--- src/include/imk_map.svh ---
// constants of the immobilizer key registration block
`ifndef IMK_MAP_SVH
`define IMK_MAP_SVH
// device clock rate
`define IMK_CLK_HZ 25000000
// flash ticks per second
`define IMK_FAST_PER_SEC 8
// lamp time after master key registration, seconds
`define IMK_REG_LAMP_S 1
// delay from switch-off to standby flashing, seconds
`define IMK_STBY_DLY_S 30
// longest standby flashing, hours
`define IMK_STBY_MAX_H 24
// seconds per hour
`define IMK_SEC_PER_H 3600
// window for each step of the entry sequence, seconds
`define IMK_SEQ_WIN_S 5
// fault code for an unregistered key (decimal 52)
`define IMK_FAULT_UNREG 8'h34
// fault code that means no fault
`define IMK_FAULT_NONE 8'h00
// key code width
`define IMK_CODE_W 32
// number of standard key slots
`define IMK_STD_KEYS 2
// standby blink period in flash ticks
`define IMK_STBY_PER 16
// code blink: long blink ticks on / period, short blink ticks on / period, gap
`define IMK_LONG_ON 4
`define IMK_LONG_PER 8
`define IMK_SHORT_ON 2
`define IMK_SHORT_PER 4
`define IMK_GAP_TICKS 16
`endif

--- src/include/imk_pkg.sv ---
// types of the immobilizer key registration block
package imk_pkg;
   typedef enum logic [3:0] {
      ST_ARMED = 4'h0,   // off, armed, waiting for standby delay
      ST_STBY = 4'h1,    // off, standby flashing
      ST_QUIET = 4'h2,   // off, armed, flashing expired
      ST_MREG = 4'h3,    // master key just registered, lamp on
      ST_RUN = 4'h4,     // on with a registered key
      ST_FAULT = 4'h5,   // on with an unregistered key
      ST_MON = 4'h6,     // master on during standby
      ST_MOFF = 4'h7,    // master off, waiting for removal
      ST_MWAIT = 4'h8,   // master removed, waiting for first key
      ST_REG1 = 4'h9,    // first key registered, rapid flash
      ST_REG1OFF = 4'ha, // first key off, waiting for second key
      ST_REG2W = 4'hb    // second key inserted, waiting for switch-on
   } imk_state_t;
   typedef enum logic [1:0] {
      SQ_TENS = 2'h0,
      SQ_UNITS = 2'h1,
      SQ_GAP = 2'h2
   } imk_seq_t;
endpackage : imk_pkg

--- src/include/imk_tick_if.sv ---
// timebase signals between the control logic and its tick divider
`timescale 1ns/1ns
interface imk_tick_if;
   logic restart;
   logic tick_fast;
   logic tick_sec;
   modport ctrl (output restart, input tick_fast, input tick_sec);
   modport gen (input restart, output tick_fast, output tick_sec);
endinterface : imk_tick_if

--- src/hw/imk_core.sv ---
// immobilizer key registration, arming and indicator control
`timescale 1ns/1ns
`include "imk_map.svh"
// Behaviour
// - first switch-on after unit replacement registers master key, lamp one second
// - switch-off arms; after 30 s the lamp flashes the standby pattern
// - standby flashing stops after 24 hours, system stays armed
// - switch-on with unregistered key flashes fault code 52
// - entry only in standby: master on, off, removed within 5 s
// - key switched on within 5 s of master removal enters registration
// - entering registration erases all stored standard key codes
// - registration mode drives a rapid flash distinct from standby
// - second key accepted only if inserted within 5 s of first key switch-off
// - no second key in 5 s ends registration and rapid flash
// - second key on stores its code, lamp off, registration ends
// - re-registering with the remaining key voids a lost key
// - one master and two standard slots; only registered keys enable start
// - registered standard keys start without the master key present
// - a fault reports its code and flashes the same code on the lamp
module imk_core #(
   parameter int CODE_W = `IMK_CODE_W,
   parameter int SEC_CYCLES = `IMK_CLK_HZ,
   parameter int STBY_MAX_S = `IMK_STBY_MAX_H * `IMK_SEC_PER_H
) (
   input wire logic CLK,
   input wire logic ARST_N,
   input wire logic SW_ON,
   input wire logic KEY_IN,
   input wire logic [CODE_W-1:0] KEY_CODE,
   output logic LAMP,
   output logic ENGINE_EN,
   output logic ARMED,
   output logic STANDBY,
   output logic REG_MODE,
   output logic FAULT_VALID,
   output logic [7:0] FAULT_CODE
);
   initial begin
      if (CODE_W < 1)
         $error("imk_core: CODE_W must be positive");
      if (STBY_MAX_S < 1 || STBY_MAX_S >= 131072)
         $error("imk_core: STBY_MAX_S out of range");
   end

   localparam logic [16:0] LIM_LAMP = 17'(`IMK_REG_LAMP_S - 1);
   localparam logic [16:0] LIM_DLY = 17'(`IMK_STBY_DLY_S - 1);
   localparam logic [16:0] LIM_WIN = 17'(`IMK_SEQ_WIN_S - 1);
   localparam logic [16:0] LIM_MAX = 17'(STBY_MAX_S - 1);
   localparam logic [7:0] F_TENS = 8'(`IMK_FAULT_UNREG / 10);
   localparam logic [7:0] F_UNITS = 8'(`IMK_FAULT_UNREG % 10);

   ////////////////////////////////////////////////////////////////////////////
   // pin synchronisers; the key code is only used while the key sits still
   logic sw_m, sw_s, sw_d, key_m, key_s, key_d;
   logic [CODE_W-1:0] code_m, code_s;

   always_ff @(posedge CLK or negedge ARST_N) begin
      if (!ARST_N) begin
         sw_m <= 1'b0;
         sw_s <= 1'b0;
         key_m <= 1'b0;
         key_s <= 1'b0;
         code_m <= '0;
         code_s <= '0;
      end else begin
         sw_m <= SW_ON;
         sw_s <= sw_m;
         key_m <= KEY_IN;
         key_s <= key_m;
         code_m <= KEY_CODE;
         code_s <= code_m;
      end
   end

   // delayed copies for edge detection
   always_ff @(posedge CLK or negedge ARST_N) begin
      if (!ARST_N) begin
         sw_d <= 1'b0;
         key_d <= 1'b0;
      end else begin
         sw_d <= sw_s;
         key_d <= key_s;
      end
   end

   logic on_ev, off_ev, key_ins, key_rem;
   assign on_ev = sw_s && !sw_d;
   assign off_ev = !sw_s && sw_d;
   assign key_ins = key_s && !key_d;
   assign key_rem = !key_s && key_d;

   ////////////////////////////////////////////////////////////////////////////
   // timebase
   imk_tick_if tk ();
   imk_tick #(.SEC_CYCLES(SEC_CYCLES)) u_tick (
      .clk(CLK),
      .arst_n(ARST_N),
      .tk(tk)
   );

   imk_pkg::imk_state_t state, next_state;
   logic [16:0] sec_cnt;
   logic sec_due;

   // every state change restarts the second counter and the prescaler
   assign tk.restart = (next_state != state);

   always_ff @(posedge CLK or negedge ARST_N) begin
      if (!ARST_N)
         sec_cnt <= 17'h0;
      else if (tk.restart)
         sec_cnt <= 17'h0;
      else if (tk.tick_sec && sec_cnt != 17'h1ffff)
         sec_cnt <= sec_cnt + 17'h1;
   end

   ////////////////////////////////////////////////////////////////////////////
   // key code memory: one master slot, STD standard slots
   localparam int STD = `IMK_STD_KEYS;
   logic [CODE_W-1:0] master_code;
   logic master_ok;
   logic [CODE_W-1:0] std_code [STD];
   logic [STD-1:0] std_ok;
   logic [STD-1:0] std_hit;
   logic is_master, is_std;

   genvar g;
   generate
      for (g = 0; g < STD; g++) begin : g_hit
         assign std_hit[g] = std_ok[g] && (std_code[g] == code_s);
      end
   endgenerate
   assign is_master = master_ok && (master_code == code_s);
   assign is_std = |std_hit;

   // decision taken at switch-on in the off states ST_ARMED, ST_STBY, ST_QUIET, ST_MOFF and ST_MWAIT
   function automatic imk_pkg::imk_state_t on_target(imk_pkg::imk_state_t s);
      imk_pkg::imk_state_t r;
      if (!master_ok)
         r = imk_pkg::ST_MREG;
      else if (is_master)
         r = (s == imk_pkg::ST_STBY) ? imk_pkg::ST_MON : imk_pkg::ST_RUN;
      else if (s == imk_pkg::ST_MWAIT)
         r = imk_pkg::ST_REG1;
      else if (is_std)
         r = imk_pkg::ST_RUN;
      else
         r = imk_pkg::ST_FAULT;
      return r;
   endfunction : on_target

   ////////////////////////////////////////////////////////////////////////////
   // state sequence
   always_comb begin
      sec_due = tk.tick_sec;
      next_state = state;
      unique case (state)
         imk_pkg::ST_ARMED: begin
            if (on_ev)
               next_state = on_target(state);
            else if (sec_due && sec_cnt == LIM_DLY)
               next_state = imk_pkg::ST_STBY;
         end
         imk_pkg::ST_STBY: begin
            if (on_ev)
               next_state = on_target(state);
            else if (sec_due && sec_cnt == LIM_MAX)
               next_state = imk_pkg::ST_QUIET;
         end
         imk_pkg::ST_QUIET: begin
            if (on_ev)
               next_state = on_target(state);
         end
         imk_pkg::ST_MREG: begin
            if (off_ev)
               next_state = imk_pkg::ST_ARMED;
            else if (sec_due && sec_cnt == LIM_LAMP)
               next_state = imk_pkg::ST_RUN;
         end
         imk_pkg::ST_RUN, imk_pkg::ST_FAULT, imk_pkg::ST_REG1: begin
            if (off_ev)
               next_state = (state == imk_pkg::ST_REG1) ? imk_pkg::ST_REG1OFF : imk_pkg::ST_ARMED;
         end
         imk_pkg::ST_MON: begin
            if (off_ev)
               next_state = imk_pkg::ST_MOFF;
         end
         imk_pkg::ST_MOFF: begin
            if (on_ev)
               next_state = on_target(state);
            else if (key_rem)
               next_state = imk_pkg::ST_MWAIT;
            else if (sec_due && sec_cnt == LIM_WIN)
               next_state = imk_pkg::ST_ARMED;
         end
         imk_pkg::ST_MWAIT: begin
            if (on_ev)
               next_state = on_target(state);
            else if (sec_due && sec_cnt == LIM_WIN)
               next_state = imk_pkg::ST_ARMED;
         end
         imk_pkg::ST_REG1OFF: begin
            if (key_ins)
               next_state = imk_pkg::ST_REG2W;
            else if (sec_due && sec_cnt == LIM_WIN)
               next_state = imk_pkg::ST_ARMED;
         end
         imk_pkg::ST_REG2W: begin
            if (on_ev)
               next_state = imk_pkg::ST_RUN;
            else if (key_rem)
               next_state = imk_pkg::ST_ARMED;
         end
         default: next_state = imk_pkg::ST_ARMED;
      endcase
   end

   always_ff @(posedge CLK or negedge ARST_N) begin
      if (!ARST_N)
         state <= imk_pkg::ST_ARMED;
      else
         state <= next_state;
   end

   ////////////////////////////////////////////////////////////////////////////
   // code storage; reset stands for a replaced unit with empty memory
   always_ff @(posedge CLK or negedge ARST_N) begin
      if (!ARST_N) begin
         master_code <= '0;
         master_ok <= 1'b0;
      end else if (next_state == imk_pkg::ST_MREG && state != imk_pkg::ST_MREG) begin
         master_code <= code_s;
         master_ok <= 1'b1;
      end
   end

   generate
      for (g = 0; g < STD; g++) begin : g_slot
         always_ff @(posedge CLK or negedge ARST_N) begin
            if (!ARST_N) begin
               std_code[g] <= '0;
               std_ok[g] <= 1'b0;
            end else if (state != imk_pkg::ST_REG1 && next_state == imk_pkg::ST_REG1) begin
               // erase all, first key into slot 0; voids any lost key
               std_ok[g] <= (g == 0);
               if (g == 0)
                  std_code[g] <= code_s;
            end else if (g == 1 && state == imk_pkg::ST_REG2W && on_ev && !std_hit[0]) begin
               std_code[g] <= code_s;
               std_ok[g] <= 1'b1;
            end
         end
      end
   endgenerate

   ////////////////////////////////////////////////////////////////////////////
   // flash phase and fault-code blink sequencer
   logic [3:0] ph;
   imk_pkg::imk_seq_t seq;
   logic [7:0] seq_n;
   logic [4:0] seq_t;
   logic code_lamp;

   always_ff @(posedge CLK or negedge ARST_N) begin
      if (!ARST_N)
         ph <= 4'h0;
      else if (tk.restart)
         ph <= 4'h0;
      else if (tk.tick_fast)
         ph <= ph + 4'h1;
   end

   // tens as long blinks, units as short ones, then a dark gap
   always_ff @(posedge CLK or negedge ARST_N) begin
      if (!ARST_N) begin
         seq <= imk_pkg::SQ_TENS;
         seq_n <= 8'h0;
         seq_t <= 5'h0;
      end else if (state != imk_pkg::ST_FAULT) begin
         seq <= imk_pkg::SQ_TENS;
         seq_n <= 8'h0;
         seq_t <= 5'h0;
      end else if (tk.tick_fast) begin
         seq_t <= seq_t + 5'h1;
         unique case (seq)
            imk_pkg::SQ_TENS: if (seq_t == 5'(`IMK_LONG_PER - 1)) begin
               seq_t <= 5'h0;
               seq_n <= seq_n + 8'h1;
               if (seq_n == F_TENS - 8'h1) begin
                  seq <= imk_pkg::SQ_UNITS;
                  seq_n <= 8'h0;
               end
            end
            imk_pkg::SQ_UNITS: if (seq_t == 5'(`IMK_SHORT_PER - 1)) begin
               seq_t <= 5'h0;
               seq_n <= seq_n + 8'h1;
               if (seq_n == F_UNITS - 8'h1) begin
                  seq <= imk_pkg::SQ_GAP;
                  seq_n <= 8'h0;
               end
            end
            imk_pkg::SQ_GAP: if (seq_t == 5'(`IMK_GAP_TICKS - 1)) begin
               seq_t <= 5'h0;
               seq <= imk_pkg::SQ_TENS;
            end
            default: seq <= imk_pkg::SQ_TENS;
         endcase
      end
   end

   always_comb begin
      unique case (seq)
         imk_pkg::SQ_TENS: code_lamp = (seq_t < 5'(`IMK_LONG_ON));
         imk_pkg::SQ_UNITS: code_lamp = (seq_t < 5'(`IMK_SHORT_ON));
         default: code_lamp = 1'b0;
      endcase
   end

   ////////////////////////////////////////////////////////////////////////////
   // registered outputs
   logic next_lamp;
   always_comb begin
      unique case (state)
         imk_pkg::ST_MREG: next_lamp = 1'b1;
         imk_pkg::ST_STBY: next_lamp = (ph == 4'h0);
         imk_pkg::ST_FAULT: next_lamp = code_lamp;
         imk_pkg::ST_REG1, imk_pkg::ST_REG1OFF, imk_pkg::ST_REG2W:
            next_lamp = ph[0];
         default: next_lamp = 1'b0;
      endcase
   end

   always_ff @(posedge CLK or negedge ARST_N) begin
      if (!ARST_N) begin
         LAMP <= 1'b0;
         ENGINE_EN <= 1'b0;
         ARMED <= 1'b1;
         STANDBY <= 1'b0;
         REG_MODE <= 1'b0;
         FAULT_VALID <= 1'b0;
         FAULT_CODE <= `IMK_FAULT_NONE;
      end else begin
         LAMP <= next_lamp;
         // the master key may also run the engine once it is known
         ENGINE_EN <= (state == imk_pkg::ST_RUN || state == imk_pkg::ST_MREG
                       || state == imk_pkg::ST_MON || state == imk_pkg::ST_REG1);
         ARMED <= (state == imk_pkg::ST_ARMED || state == imk_pkg::ST_STBY
                   || state == imk_pkg::ST_QUIET);
         STANDBY <= (state == imk_pkg::ST_STBY);
         REG_MODE <= (state == imk_pkg::ST_REG1 || state == imk_pkg::ST_REG1OFF
                      || state == imk_pkg::ST_REG2W);
         FAULT_VALID <= (state == imk_pkg::ST_FAULT);
         FAULT_CODE <= (state == imk_pkg::ST_FAULT) ? `IMK_FAULT_UNREG : `IMK_FAULT_NONE;
      end
   end
endmodule : imk_core

--- src/hw/imk_tick.sv ---
// tick divider: flash-rate and one-second enable pulses, restartable
`timescale 1ns/1ns
`include "imk_map.svh"
module imk_tick #(
   parameter int SEC_CYCLES = `IMK_CLK_HZ
) (
   input wire logic clk,
   input wire logic arst_n,
   imk_tick_if.gen tk
);
   localparam int FAST_CYC = SEC_CYCLES / `IMK_FAST_PER_SEC;
   localparam logic [31:0] FAST_LAST = 32'(FAST_CYC - 1);
   localparam logic [2:0] SUB_LAST = 3'(`IMK_FAST_PER_SEC - 1);

   initial begin
      if (SEC_CYCLES < `IMK_FAST_PER_SEC || SEC_CYCLES % `IMK_FAST_PER_SEC != 0)
         $error("imk_tick: SEC_CYCLES must be a multiple of the flash rate");
   end

   logic [31:0] pre;
   logic [2:0] sub;
   logic wrap;
   assign wrap = (pre == FAST_LAST);

   ////////////////////////////////////////////////////////////////////////////
   // prescaler; a restart realigns so the next second is a full second
   always_ff @(posedge clk or negedge arst_n) begin
      if (!arst_n) begin
         pre <= 32'h0;
         sub <= 3'h0;
      end else if (tk.restart) begin
         pre <= 32'h0;
         sub <= 3'h0;
      end else if (wrap) begin
         pre <= 32'h0;
         sub <= sub + 3'h1;
      end else begin
         pre <= pre + 32'h1;
      end
   end

   // pulses are combinational from the counters, one cycle wide; restart is
   // left out because it is decoded from a next state that reads these ticks
   assign tk.tick_fast = wrap;
   assign tk.tick_sec = wrap && (sub == SUB_LAST);
endmodule : imk_tick

--- config.mk ---
export PLATFORM = sky130hd
export DESIGN_NAME = imk_core
export DESIGN_NICKNAME = d
export VERILOG_FILES = /design/src/include/imk_pkg.sv /design/src/include/imk_tick_if.sv /design/src/hw/imk_core.sv /design/src/hw/imk_tick.sv
export VERILOG_INCLUDE_DIRS = /design/src /design/src/include
export SDC_FILE = /design/constraint.sdc
export NUM_CORES = 1
export LEC_CHECK = 0
export BUFFER_PORTS_ARGS = -buffer_cell sky130_fd_sc_hd__buf_2
export CAP_MARGIN = 20
export CELL_PAD_IN_SITES_DETAIL_PLACEMENT = 1
export CELL_PAD_IN_SITES_GLOBAL_PLACEMENT = 2
export CORE_ASPECT_RATIO = 0.7
export CORE_MARGIN = 2
export CORE_UTILIZATION = 46
export DETAILED_ROUTE_END_ITERATION = 8
export PLACE_DENSITY_LB_ADDON = 0.3
export REMOVE_ABC_BUFFERS = 1
export SKIP_CTS_REPAIR_TIMING = 1
export SLEW_MARGIN = 0
export SYNTH_ARGS = -nofsm -noshare
export SYNTH_HDL_FRONTEND = slang
export SYNTH_SLANG_ARGS = --single-unit
export TNS_END_PERCENT = 5
--- constraint.sdc ---
create_clock -name CLK -period 8.6 [get_ports CLK]
set_input_delay 1.29 -clock CLK [delete_from_list [all_inputs] [get_ports CLK]]
set_output_delay 1.29 -clock CLK [all_outputs]
set_load 0.02 [all_outputs]
; ---- Word-level counts from Yosys, hierarchy flattened
; Cells that the tools add are included.
[totals]
latch_bits = 0
ramBits = 0
ff_bits = 256
mem_count = 0
out_inout_bits = 14
mem_bits_ro = 0
word_cells = 179
[op_classes]
eq_ne = 38
n_div = 0
n_addsub = 6
shifts = 0
n_mux = 59
n_reduce_logical = 44
multipliers = 0
order_cmp = 2
bitwise_logic = 1
[op_table]
columns = operator, count
row1 = $eq A32 B32 Y1, 3
row2 = $mux W4, 22
row3 = $mux W32, 2
row4 = $mux W8, 6
row5 = $pmux W4 S10, 1
row6 = $mux W17, 2
row7 = $add A32 B1 Y32 const B, 1
row8 = $eq A32 B22 Y1 const B, 1
row9 = $mux W5, 5
row10 = $eq A4 B4 Y1 const B, 5
row11 = $add A17 B1 Y17 const B, 1
row12 = $eq A17 B17 Y1 const B, 1
row13 = $eq A17 B3 Y1 const B, 1
row14 = $eq A17 B5 Y1 const B, 1
row15 = $logic_and A1 B1 Y1, 17
row16 = $logic_not A17 Y1, 1
row17 = $ne A17 B17 Y1 const B, 1
row18 = $eq A4 B3 Y1 const B, 4
row19 = $mux W2, 8
row20 = $pmux W8 S2, 1
row21 = $ne A3 B3 Y1 const B, 5
row22 = $pmux W5 S3, 1
row23 = $eq A4 B2 Y1 const B, 3
row24 = $mux W3, 3
row25 = 36 further kinds, 54

; ---- Logic depth before layout (Yosys ltp)
[depth]
depth_word = 12
mapped_depth = 12
depth_no_buf = 10

; ---- Hierarchy
; Synthesis repeated with hierarchy kept, for this count alone.
[unflattened]
hier_cells = 999
area_unflattened_um2 = 11476.0
[modules_own_cells]
columns = mod, seq_area_each_um2, area_per_inst_um2, cells_each, instances
row1 = imk_core, 5381.4, 9680.5, 811, 1
row2 = imk_tick, 875.8, 1795.5, 188, 1

; ---- Worst setup path after synthesis
; Ideal clock, no wire load.
[synth_path]
path_type = flip-flop to flip-flop
from = register u_tick.sub[0]
to = register master_code[10]
path_buffers = 1
setup_ps = 125
required_ps = 8475
slack_ps = 5772
stages_incl_launch_ff = 12
t_arrival_ps = 2703
path_cell_list = dfrtp_1 > ha_1 > ha_1 > nor4b_2 > nand3_1 > or4b_1 > nand2_1 > a311o_2 > or2_4 > nor4b_4 > buf_6 > mux2_4
[synth_via]
elab_chain_len = 9
word_cells_on_any_way = 20
[synth_rtl]
columns = element, line
row1 = from (decl), imk_tick.sv:21  ; logic [2:0] sub;
row2 = from (signal assigned), imk_tick.sv:36  ; sub <= sub + 3'h1;
row3 = $eq A3 B3 Y1 (*), imk_tick.sv:45  ; assign tk.tick_sec = wrap && (sub == SUB_LAST);
row4 = $logic_and A1 B1 Y1 (*), imk_tick.sv:45
row5 = $logic_and A1 B1 Y1, "imk_core.sv:193, imk_core.sv:199, imk_core.sv:205"
row6 = $mux W4, "imk_core.sv:193, imk_core.sv:199, imk_core.sv:205"
row7 = $mux W4, imk_core.sv:191  ; else if (key_rem)
row8 = $mux W4, imk_core.sv:189  ; if (on_ev)
row9 = $pmux W4 S10 (*), imk_core.sv:157  ; unique case (state)
row10 = named net next_state[1], imk_core.sv:101  ; imk_pkg::imk_state_t state, next_state;
row11 = $eq A4 B2 Y1 (*), imk_core.sv:231  ; end else if (next_state == imk_pkg::ST_MREG && state != imk_pkg::ST_MREG) begin
row12 = $logic_and A1 B1 Y1 (*), imk_core.sv:231
row13 = to (signal assigned), imk_core.sv:232  ; master_code <= code_s;
row14 = to (decl), imk_core.sv:120  ; logic [CODE_W-1:0] master_code;
; The timed path passes the listed nets; every way through them passes the cells marked *.
; A chain may end at the register's enable or synchronous reset.

; ---- Final worst setup path
[layout_path]
from = register code_s[17]
to = register master_code[0]
[layout_via]
word_cells_on_any_way = 22
[layout_lines]
columns = element, line
row1 = from (decl), imk_core.sv:55  ; logic [CODE_W-1:0] code_m, code_s;
row2 = from (signal assigned), imk_core.sv:71  ; code_s <= code_m;
row3 = $eq A32 B32 Y1, imk_core.sv:133  ; assign is_master = master_ok && (master_code == code_s);
row4 = $logic_and A1 B1 Y1, imk_core.sv:133
row5 = $mux W2, imk_core.sv:141  ; else if (is_master)
row6 = $mux W3, imk_core.sv:139  ; if (!master_ok)
row7 = $mux W4, imk_core.sv:165  ; if (on_ev)
row8 = $pmux W4 S10, imk_core.sv:157
row9 = named net next_state[1], imk_core.sv:101
row10 = $eq A4 B2 Y1, imk_core.sv:231
row11 = $logic_and A1 B1 Y1, imk_core.sv:231
; The timed path passes the listed nets, and every way through them passes these cells.

==> flow_summary.yaml <==
route:
  drtAntennaViolNets: 0
  dr.pass1.iters: 5
  totalWireLength_um: 26100
  routedWlPerCell_um: 19.2
  vias: 7435
  drt_iter0_drc: 321
  drc: 0
  vias_per_cell: 5.45
place:
  port_buffers: 44
  hpwl_um: 17500
  gp_congestion: 0.829
outcome:
  status: "completed"
cts:
  clock_sink_count: 250
  cts_tree: "yes"
  cts_buffers: 26
  htree_levels: 1
  clk_pin_slew_ns: 0.06
  insertion_delay_ns: 0.54
  cts_root_buf: "clkbuf_16"
  clockBufferDepth: 3
die:
  ios: 50
  core_um2: 25600
  core.rowCount: 49
  start_util_pct: 46.5
  die_w_um: 196
  fp.dieH_um: 139
  die_area_um2: 27200
hold_path:
  hp-class: "register to register"
worst_setup_path:
  critPathCaptureType: "register"
  worstSetupPathType: "register to register"
  startpoint_type: "register"
  r2r_slack_ns: 4.85
  cp_max_fo: 33
  critPathRequiredTime_ns: 9.01
  crit_arrival_ns: 4.17
timing:
  finClkSkew_ns: 0.0139
  relSlewSlack_pct: 39.1
  tightest_slew_ns: 0.914
  max_freq_mhz: 266
  finalMaxSlewViolations: 0
  finalHoldViolations: 0
  fin_tns_setup_ns: 0
  fin_crit_ns: 3.75
  fin_crit_sh_pct: 43.6
  rsz0062_at_grt: "no"
  setup_viol: 0
finish:
  area_growth_syn_to_layout_pct: 10.7
  final_nets: 1063
  final_util_pct: 51.5
  drive_above_1_share_pct: 22.0
  diodes: 0
global_routing:
  track_usage_pct: 20.0
  grt_pass1_vias: 7817
  grt_start_max_net_pins: 135
  grt_first_pass_wirelength_um: 43400
  grt_remaining_overflow: 0
  antenna_found_initial: 0
job:
  drv_cap: 0
logic_synthesis:
  synth_warnings: 0
  synth_edf_count: 0
  synthArstFlopShare_pct: 100
  yosysSeqAreaShare_pct: 52.6
  synth-seq-cells: 250
  syn_area_per_cell_um2: 11.8
  synthCells: 1007
  synth_cell_types: 74
  synth.cell_area_um2: 11900
  synth_flop_cell: "dfrtp_1"
power:
  p_leak_nw: 6.02
  power.density_nw_per_um2: 266
  peakVddDrop_mv: 0.158
  power_mw: 3.50
state kept, by name (all words and copies together) (netlist names), 2 cells and up:
signal,flops
code_m,32
code_s,32
master_code,32
ph,4
sec_cnt,17
seq,2
seq_n,8
seq_t,5
state,4
std_code,64
std_ok,2
u_tick.pre,32
u_tick.sub,3
power by group:
part / internal (mW) / switching (mW) / total [mW]
combinational: 0.325 / 0.505 / 0.830
clock: 0.728 / 0.465 / 1.19
sequential: 1.33 / 0.148 / 1.48
critical path, cell delays in order (launching register included):
cell	delay, ns
dfrtp_1	0.47
xor2_1	0.20
nor4_1	0.65
nand4_1	0.38
o21ai_0	0.34
a311o_2	0.27
or2_4	0.12
nor4b_4	0.18
buf_4	0.56
mux2_2	0.41
cell type report:
class	instances	area, um2
Clock buffer	35	746
Clock inverter	13	173
Fill cell	2660	12400
Inverter	21	78.8
Multi-Input combinational cell	661	5180
Sequential cell	250	6260
Tap cell	331	414
Timing Repair Buffer	52	303
metrics by stage:
stage | cells | area (um2) | setup WS, ns | hold slack (ns)
6_report | 1363 | 13200 | 4.85 | 0.346
3_3_place_gp | 1315 | 12200 | 5.06 | 0.334
3_5_place_dp | 1315 | 12200 | 5.03 | 0.336
5_1_grt | 1363 | 13200 | 4.66 | 0.352
2_1_floorplan | 932 | 11500 | 3.70 | 0.331
4_1_cts | 1363 | 13200 | 4.96 | 0.350
logic make-up after synthesis:
kind of cell / synth area share (%)
AND/OR/NAND/NOR: 15.7
flip-flops: 52.6
XOR/XNOR: 10.9
multiplexers: 10.7
buffers and inverters: 4.11
AO/OA/AOI/OAI: 4.36
adder cells (fa/ha/maj): 1.58
other: 0.0315
synthesized netlist by cell type (3+ instances only):
| master | count | area, um2 |
|---|---|---|
| dfrtp_1 | 249 | 6230 |
| xor2_1 | 121 | 1060 |
| mux2_2 | 67 | 754 |
| nor3_1 | 49 | 245 |
| nand2_1 | 48 | 180 |
| nor4_1 | 39 | 244 |
| nor2_1 | 37 | 139 |
| clkbuf_1 | 36 | 135 |
| mux2_4 | 29 | 435 |
| o21ai_0 | 27 | 135 |
| xnor2_1 | 27 | 236 |
| nand3_1 | 26 | 130 |
| buf_2 | 24 | 120 |
| inv_1 | 21 | 78.8 |
| nand4_1 | 20 | 125 |
| ha_1 | 15 | 188 |
| and3_1 | 14 | 87.6 |
| nor2b_1 | 12 | 75.1 |
| nand2b_1 | 11 | 68.8 |
| a21oi_1 | 10 | 50.1 |
| buf_4 | 10 | 75.1 |
| nor3_2 | 10 | 100 |
| mux2i_1 | 8 | 80.1 |
| and2_1 | 6 | 37.5 |
| buf_6 | 6 | 67.6 |
| and4_1 | 5 | 43.8 |
| a211oi_1 | 4 | 30.0 |
| nor4_2 | 4 | 50.1 |
| nor4b_1 | 4 | 35.0 |
| nor4b_2 | 4 | 60.1 |
| o31ai_1 | 4 | 30.0 |
| a31oi_1 | 3 | 18.8 |
| o211ai_1 | 3 | 22.5 |
| o22ai_1 | 3 | 18.8 |
| or4_1 | 3 | 22.5 |
layout by cell type, fill, tap and decap left out, types with 3 or more instances in the layout:
cell type,synthesis,routed
clkinvlp_4,0,3
nor4_2,4,5
buf_4,10,7
nor4b_2,4,4
a31oi_1,3,3
mux2i_1,8,8
o211ai_1,3,3
o31ai_1,4,4
nor2b_1,12,12
a211oi_1,4,4
and3_1,14,14
clkinv_2,0,6
nand2_1,48,48
xnor2_1,27,27
xor2_1,121,121
o21ai_0,27,27
nand4_1,20,20
bufinv_16,0,4
nor4b_1,4,4
nor4_1,39,38
mux2_2,67,67
clkbuf_1,36,4
nand3_1,26,26
nor3_1,49,49
or4_1,3,3
nor2_1,37,37
a21oi_1,10,10
conb_1,1,5
clkbuf_16,0,27
inv_1,21,21
and4_1,5,5
ha_1,15,15
dfrtp_1,249,249
nor3_2,10,10
mux2_4,29,29
and2_1,6,6
nand2b_1,11,11
clkbuf_8,0,4
buf_2,24,43
layer usage:
| metal | track usage, % | vias up | part of all wire, % |
|---|---|---|---|
| li1 | - | 3512 | - |
| met1 | 32.6 | 3803 | 55 |
| met2 | 28.0 | 100 | 41 |
| met3 | 3.32 | 20 | 3.3 |
| met4 | 3.67 | 0 | 1.1 |
| met5 | 0 | - | 0 |
path summary, 6_finish.rpt:
path,start,to,cells past startpoint
max in group asynchronous,ARST_N,seq_n[2],2
worst max register to register,code_s[17],master_code[0],9
min in group asynchronous,ARST_N,code_m[29],1
worst min-delay path,code_m[0],code_s[0],0
worst min register to register,code_m[0],code_s[0],0
worst max-delay path,code_s[17],master_code[0],9
Power figures use the tool's default switching activity.
